--- config.mk ---
export PLATFORM = sky130hd
export DESIGN_NAME = actc_timer
export DESIGN_NICKNAME = d
export VERILOG_FILES = /design/src/pkg/actc_pkg.sv /design/src/verilog/actc_edge_sync.sv /design/src/verilog/actc_prescaler.sv /design/src/verilog/actc_timer.sv
export SDC_FILE = /design/constraint.sdc
export NUM_CORES = 1
export LEC_CHECK = 0
export BUFFER_PORTS_ARGS = -buffer_cell sky130_fd_sc_hd__clkbuf_2
export CAP_MARGIN = 25
export CORE_AREA = 3 3 102 104
export CTS_CLUSTER_SIZE = 8
export DETAILED_ROUTE_END_ITERATION = 10
export DIE_AREA = 0 0 105 107
export HOLD_SLACK_MARGIN = 0.03
export MAX_ROUTING_LAYER = met4
export PLACE_DENSITY = 0.77
export SETUP_SLACK_MARGIN = 0.05
export SLEW_MARGIN = 0
export SYNTH_ARGS = -nofsm -noshare
export SYNTH_HDL_FRONTEND = slang
export SYNTH_SLANG_ARGS = --single-unit
--- constraint.sdc ---
create_clock -name clock -period 1.8 [get_ports clock]
set_input_delay 0.54 -clock clock [delete_from_list [all_inputs] [get_ports clock]]
set_output_delay 0.54 -clock clock [all_outputs]
set_load 0.005 [all_outputs]
--- src/pkg/actc_pkg.sv ---
// constants and register layout for the timer control block
// assumes a single 200 MHz clock and an apb register port
//
// How it works
// RULE1: enable bit 15 runs or stops timer
// RULE2: idle_stop bit 13 halts counting in idle
// RULE3: block set: discard count writes while pending
// RULE4: block clear: accept back-to-back count writes
// RULE5: pending flag high until async write lands
// RULE6: pending flag reads zero in sync mode
// RULE7: gate bit ignored with external clock
// RULE8: internal clock: gate input qualifies counting
// RULE9: prescale codes divide by 1, 8, 64, 256
// RULE10: unimplemented bits read zero, ignore writes
// RULE11: software avoids access right after disabling
// RULE12: bit 1 selects external or bus clock
// RULE13: bit 2 synchronises external clock when set; the code always synchronises it, bit 2 only selects sync count writes
package actc_pkg;

  // ---------------------------------------------------------------
  // register map
  // ---------------------------------------------------------------
  localparam logic [7:0] ADDR_CONTROL = 8'h00;
  localparam logic [7:0] ADDR_COUNT = 8'h04;
  localparam logic [7:0] ADDR_PERIOD = 8'h08;

  // ---------------------------------------------------------------
  // control field positions
  // ---------------------------------------------------------------
  localparam int BIT_ENABLE = 15;
  localparam int BIT_IDLE_STOP = 13;
  localparam int BIT_WRITE_BLOCK = 12;
  localparam int BIT_WRITE_PENDING = 11;
  localparam int BIT_GATE = 7;
  localparam int BIT_PRESCALE_HI = 5;
  localparam int BIT_PRESCALE_LO = 4;
  localparam int BIT_EXT_SYNC = 2;
  localparam int BIT_CLOCK_SOURCE = 1;

  // writable bits of the control word; everything else is read-as-zero except the pending flag, bit 11
  localparam logic [31:0] CONTROL_WRITE_MASK = 32'h0000_b0b6;
  localparam logic [31:0] CONTROL_RESET = 32'h0000_0000;
  localparam logic [15:0] COUNT_RESET = 16'h0000;
  localparam logic [15:0] PERIOD_RESET = 16'hffff;

  // ---------------------------------------------------------------
  // prescale codes and divide ratios
  // ---------------------------------------------------------------
  typedef enum logic [1:0] {
    actc_div1_type_e = 2'b00,
    actc_div8_type_e = 2'b01,
    actc_div64_type_e = 2'b10,
    actc_div256_type_e = 2'b11
  } actc_prescale_type;

  localparam int DIV_BY_1 = 1;
  localparam int DIV_BY_8 = 8;
  localparam int DIV_BY_64 = 64;
  localparam int DIV_BY_256 = 256;

  // cycles an asynchronous count write takes to land in the counter
  localparam int ASYNC_WRITE_CYCLES = 3;

endpackage

--- src/verilog/actc_edge_sync.sv ---
// two-flop synchroniser with rising-edge detect on the second stage
// assumes the input is an external level of unknown phase
`timescale 1ns/1ps
module actc_edge_sync (
  input wire logic clock, // system clock
  input wire logic rst_n, // async reset, active low
  input wire logic level_in, // raw level
  output logic level_out, // synchronised level
  output logic rise // one-cycle pulse on rising edge
);
  logic stage_one;
  logic stage_two;
  logic stage_three;

  always_ff @(posedge clock or negedge rst_n) begin
    if (!rst_n) begin
      stage_one <= 1'b0;
      stage_two <= 1'b0;
      stage_three <= 1'b0;
    end else begin
      stage_one <= level_in;
      stage_two <= stage_one;
      stage_three <= stage_two;
    end
  end

  assign level_out = stage_two;
  assign rise = stage_two & ~stage_three;
endmodule

--- src/verilog/actc_prescaler.sv ---
// prescaler: turns source ticks into count enables, ratio 1/8/64/256
// assumes tick_in is a one-cycle pulse in the clock domain
`timescale 1ns/1ps
module actc_prescaler (
  input wire logic clock, // system clock
  input wire logic rst_n, // async reset, active low
  input wire logic clear, // restart division
  input wire logic [1:0] select, // prescale code
  input wire logic tick_in, // source tick
  output logic tick_out // divided tick, one cycle
);
  logic [7:0] count;
  logic [7:0] limit;
  logic wrap;

  // see RULE9
  assign limit = (select == actc_pkg::actc_div256_type_e) ? 8'(actc_pkg::DIV_BY_256 - 1) :
                 (select == actc_pkg::actc_div64_type_e) ? 8'(actc_pkg::DIV_BY_64 - 1) :
                 (select == actc_pkg::actc_div8_type_e) ? 8'(actc_pkg::DIV_BY_8 - 1) :
                 8'(actc_pkg::DIV_BY_1 - 1);
  assign wrap = tick_in && (count >= limit);
  assign tick_out = wrap;

  always_ff @(posedge clock or negedge rst_n) begin
    if (!rst_n) begin
      count <= 8'h00;
    end else if (clear || wrap) begin
      count <= 8'h00;
    end else if (tick_in) begin
      count <= count + 8'h01;
    end
  end
endmodule

--- src/verilog/actc_timer.sv ---
// timer control block: apb control/count/period registers and count engine
// assumes apb master per the amba spec, external clock and gate are raw levels
//
// Local design decisions: the register addresses and register access over APB.
`timescale 1ns/1ps
module actc_timer (
  input wire logic clock, // 200 MHz system clock
  input wire logic rst_n, // async reset, active low
  input wire logic psel, // apb select
  input wire logic penable, // apb enable
  input wire logic pwrite, // apb direction
  input wire logic [7:0] paddr, // apb byte address
  input wire logic [31:0] pwdata, // apb write data
  output logic [31:0] prdata, // apb read data
  output logic pready, // apb ready
  output logic pslverr, // apb error on unmapped address
  input wire logic idle_mode, // device in idle
  input wire logic ext_clock, // external timer clock pin
  input wire logic gate_in, // gate input, active high
  output logic [15:0] count_value, // current count
  output logic period_match // one-cycle pulse on period rollover
);

  // ---------------------------------------------------------------
  // registers
  // ---------------------------------------------------------------
  logic [31:0] timer_one_control;
  logic [15:0] count;
  logic [15:0] period;
  logic async_write_pending;
  logic [15:0] pending_data;
  logic [1:0] land_count;
  logic match_pulse;
  logic [31:0] read_data;

  // ---------------------------------------------------------------
  // field decode
  // ---------------------------------------------------------------
  wire enable = timer_one_control[actc_pkg::BIT_ENABLE];
  wire idle_stop = timer_one_control[actc_pkg::BIT_IDLE_STOP];
  wire async_write_block = timer_one_control[actc_pkg::BIT_WRITE_BLOCK];
  wire gated_accumulate_enable = timer_one_control[actc_pkg::BIT_GATE];
  wire [1:0] prescale_select =
    timer_one_control[actc_pkg::BIT_PRESCALE_HI:actc_pkg::BIT_PRESCALE_LO];
  wire ext_clock_sync = timer_one_control[actc_pkg::BIT_EXT_SYNC];
  wire clock_source_select = timer_one_control[actc_pkg::BIT_CLOCK_SOURCE];

  // async mode only exists with the external clock and sync cleared
  wire async_mode = clock_source_select & ~ext_clock_sync; // see RULE13

  // ---------------------------------------------------------------
  // apb decode
  // ---------------------------------------------------------------
  wire hit_control = (paddr == actc_pkg::ADDR_CONTROL);
  wire hit_count = (paddr == actc_pkg::ADDR_COUNT);
  wire hit_period = (paddr == actc_pkg::ADDR_PERIOD);
  wire mapped = hit_control | hit_count | hit_period;
  wire access = psel & penable;
  wire wr = access & pwrite & mapped;
  wire wr_control = wr & hit_control;
  wire wr_count = wr & hit_count;
  wire wr_period = wr & hit_period;

  assign pready = 1'b1;
  assign pslverr = access & ~mapped;

  // see RULE3 see RULE4
  wire count_write_taken = wr_count & ~(async_write_block & async_write_pending);
  wire start_async = count_write_taken & async_mode;
  wire sync_load = count_write_taken & ~async_mode;

  // ---------------------------------------------------------------
  // clock source and tick generation
  // ---------------------------------------------------------------
  logic ext_rise;

  actc_edge_sync ext_sync_u (
    .clock(clock),
    .rst_n(rst_n),
    .level_in(ext_clock),
    .level_out(),
    .rise(ext_rise)
  );

  // the external edge is always resynchronised here; the sync bit only changes
  // how count writes land, since the block has one clock domain
  wire source_tick = clock_source_select ? ext_rise : 1'b1; // see RULE12

  // see RULE7 see RULE8
  wire gate_ok = clock_source_select | ~gated_accumulate_enable | gate_in;
  // see RULE1 see RULE2
  wire run = enable & ~(idle_stop & idle_mode);

  logic tick;
  actc_prescaler prescale_u (
    .clock(clock),
    .rst_n(rst_n),
    .clear(~enable),
    .select(prescale_select),
    .tick_in(source_tick & run & gate_ok), // see RULE9
    .tick_out(tick)
  );

  wire at_period = (count == period);
  wire land_now = async_write_pending && (land_count == 2'(actc_pkg::ASYNC_WRITE_CYCLES - 1));

  // ---------------------------------------------------------------
  // control and period registers
  // ---------------------------------------------------------------
  always_ff @(posedge clock or negedge rst_n) begin
    if (!rst_n) begin
      timer_one_control <= actc_pkg::CONTROL_RESET;
    end else if (wr_control) begin
      timer_one_control <= pwdata & actc_pkg::CONTROL_WRITE_MASK; // see RULE10
    end
  end

  always_ff @(posedge clock or negedge rst_n) begin
    if (!rst_n) begin
      period <= actc_pkg::PERIOD_RESET;
    end else if (wr_period) begin
      period <= pwdata[15:0];
    end
  end

  // ---------------------------------------------------------------
  // asynchronous write tracking
  // ---------------------------------------------------------------
  // a new accepted write restarts the landing delay so the last value wins
  always_ff @(posedge clock or negedge rst_n) begin
    if (!rst_n) begin
      async_write_pending <= 1'b0;
      pending_data <= actc_pkg::COUNT_RESET;
      land_count <= 2'b00;
    end else if (start_async) begin
      async_write_pending <= 1'b1; // see RULE5
      pending_data <= pwdata[15:0];
      land_count <= 2'b00;
    end else if (land_now) begin
      async_write_pending <= 1'b0; // see RULE5
    end else if (async_write_pending) begin
      land_count <= land_count + 2'b01;
    end
  end

  // ---------------------------------------------------------------
  // counter
  // ---------------------------------------------------------------
  always_ff @(posedge clock or negedge rst_n) begin
    if (!rst_n) begin
      count <= actc_pkg::COUNT_RESET;
      match_pulse <= 1'b0;
    end else begin
      match_pulse <= 1'b0;
      if (sync_load) begin
        count <= pwdata[15:0];
      end else if (land_now) begin
        count <= pending_data;
      end else if (tick) begin
        if (at_period) begin
          count <= 16'h0000;
          match_pulse <= 1'b1;
        end else begin
          count <= count + 16'h0001;
        end
      end
    end
  end

  // ---------------------------------------------------------------
  // read path
  // ---------------------------------------------------------------
  // see RULE6: the pending flag is masked outside asynchronous mode
  wire pending_view = async_write_pending & async_mode;
  wire [31:0] control_view = timer_one_control |
    (32'(pending_view) << actc_pkg::BIT_WRITE_PENDING);
  assign read_data = hit_control ? control_view :
                     hit_count ? {16'h0000, count} :
                     hit_period ? {16'h0000, period} : 32'h0000_0000;

  always_ff @(posedge clock or negedge rst_n) begin
    if (!rst_n) begin
      prdata <= 32'h0000_0000;
    end else if (psel & ~penable & ~pwrite) begin
      prdata <= read_data;
    end
  end

  assign count_value = count;
  assign period_match = match_pulse;
  // software keeps clear of the registers right after disabling, see RULE11
endmodule
==> reports/results.txt <==
status: finished with violations
failing checks: negative setup slack
pwr/cell area: 698 nW/um^2
first-pass GRT wire length: 23.1 mm
Die X-Extent: 105 um
commonest cells after routing, fill and taps aside: 96 x buf_4, 68 x dfrtp_1, 62 x clkbuf_2, 42 x nor2_1, 27 x nand2_1
Lkg Pwr: 3.30 nW
CP startpoint kind: flop
Max VDD drop: 0.478 mV
largest net degree at the start of global routing: 27
setup TNS: -10510 ps
CP Class: flop to flop
vias in the first global route: 4511
core area: 9640 um^2
port bufs: 65
Initial Util: 49.3%
sequential share of the synthesized area: 46.2%
initial antenna violation count: 0
final core occ: 69.6%
DRT antenna net count: 0
Clock Skews: 17.7 ps
full die area: 11200 um^2
fin. max-slew vios: 0
GRT Max-Usage Layer: met2
post-route insts no fill: 759
final setup violation count: 72
Post-DP HPWL: 9.87 mm
H-tree depth: 3
number of synthesized flops with an enable pin: 0
layout net count: 675
Yosys cell types: 62
flops & latches, synth: 87
ranking of synthesized cells by area: dfrtp_1 37%, dfstp_2 8.8%, mux2_2 7.1%, xor2_1 4.1%, nor2_1 3.8%
Max Buffers Root-to-Sink: 2
I/O pin count: 99
met1 Use GR: 30.9%
hold crit path type: input pin to asynchronous set/reset pin
commonest non-fill, non-tap cell in the layout: buf_4
Critical Path End Type: flop
Setup WS post-layout: -275 ps
Final Hold Vio Count: 0
gpl congestion: 0.916
Avg Synthesized Cell Area: 10.4 um^2
FFs w/ async S/R, synth: 100%
final WL: 16.3 mm
area delta synth->final: 41.2%
placed insts: 726
cts hold-fix bufs: 0
min cycle time layout: 2080 ps
total track usage: 27.2%
Max FO, Critical Path: 3
height of the die: 107 um
final worst path period share: 115%
vias: 4574
drt wl/cell: 21.4 um
clock latency on the worst-skew pair: 380 ps
DR vias/cell: 6.03
Yosys warnings: 0
Post-Synthesis Cells: 455
share of layout cells above drive strength 1: 50.3%
Worst-path clk slew: 100 ps
Initial DRC Count: 335
grt total ovfl: 0
FMAX: 482 MHz
CTS root buffer: clkbuf_8
minimum hold slack: 68.4 ps
Pre-Repair DR Iteration Count: 5
met2 usage: 45.4%
ys flop type: dfrtp_1
Worst Path Required: 2060 ps
Fill cells: 626
area share of the largest cell type after synthesis: 37.4%
GRT met3 Usage: 4.21%
area leader, netlist: dfrtp_1
max cap viols: 0
Site Rows: 36
drt drc: 0
post-synthesis cell area: 4750 um^2
ant diodes: 0
pre-CTS WS: -418 ps
RSZ-0062 raised after global routing: yes
CTS tree: done
crit path DAT: 2340 ps
CTS Sinks: 87
Inserted Clock Buffers: 9
[layer usage]
metal / wire (um) / vias to the layer above / part of all wire (%)
met1: 6040 / 2240 / 37
li1: - / 1950 / -
met2: 8020 / 289 / 49
met4: 1010 / 0 / 6.2
met3: 1200 / 95 / 7.3
met5: 0 / - / 0
[worst paths after layout]
check                                          start              endpoint  slack (ps)  cells past startpoint
worst max-delay path            timer_one_control[5]       count_value[13]        -280                      8
worst min-delay path                           rst_n        count_value[0]          70                      1
worst max register to register  timer_one_control[5]       count_value[13]        -280                      8
worst min register to register  ext_sync_u.stage_one  ext_sync_u.level_out         350                      0
max in group asynchronous                      rst_n            period[10]        1160                      2
min in group clock                         ext_clock  ext_sync_u.stage_one         280                      1
[area by class of cell]
type	count	area, um^2	area share (%)
Multi-Input combinational cell	339	2690	40.2
Sequential cell	87	2200	32.8
Clock inverter	6	110	1.64
Inverter	5	18.8	0.280
Timing Repair Buffer	179	1390	20.7
Clock buffer	10	128	1.90
Tap cell	133	166	2.48
[registers in the layout (all words and copies together) (netlist names)]
signal	flops
ext_sync_u.stage_three	1
count_value	16
period	16
async_write_pending	1
land_count	2
prescale_u.count	8
period_match	1
pending_data	16
ext_sync_u.stage_one	1
timer_one_control	8
ext_sync_u.level_out	1
prdata	16
[power breakdown]
group	switching, W	total (W)	internal (W)
combinational	0.000521	0.000937	0.000416
clock	0.000728	0.00165	0.000920
sequential	0.0000643	0.00210	0.00203
total	0.00131	0.00468	0.00337
[stage by stage]
step                      total power, W  cell area [um^2]
after global placement           0.00290              5900
after floorplan                  0.00250              4910
final                            0.00468              6710
after CTS                        0.00459              6430
after detailed placement         0.00293              5900
after global routing             0.00483              6710
[synthesized netlist by cell type (7+ instances only)]
library cell	number
nand2_1	35
mux2_4	8
buf_4	20
a22o_1	10
xnor2_1	7
o21ai_0	27
dfrtp_1	71
a21oi_1	15
a221oi_1	8
o22ai_1	10
mux2_2	30
a22oi_1	8
nand3_1	13
o31ai_1	8
buf_2	11
xor2_1	22
nor2_1	48
dfstp_2	16
[critical path, stage by stage, from the launching register on]
cell     delay, ps
dfrtp_1        430
nor2_2         150
ha_2           200
o21a_1         140
o22ai_2         80
a211o_1        290
o211a_1        180
or2_4          280
o221a_4        220
[kinds of logic (layout without fill, tap and decap cells)]
kind of cell,after synthesis,in the layout,synth area share [%]
compound gates,110,110,16.3
xor+xnor,29,29,5.35
fa+ha+maj,6,6,1.58
buf+inv,44,200,5.82
flops,87,87,46.2
mux,39,39,9.88
other cells,2,17,0.158
simple gates,138,138,14.7
[repair_timing]
item	CTS	global route
setup buffers	9	6
gates resized for setup	36	54
endpoints found under the setup margin	63	82
pin swaps	8	23
gates cloned	3	0
(Power assumes the default switching activity.)
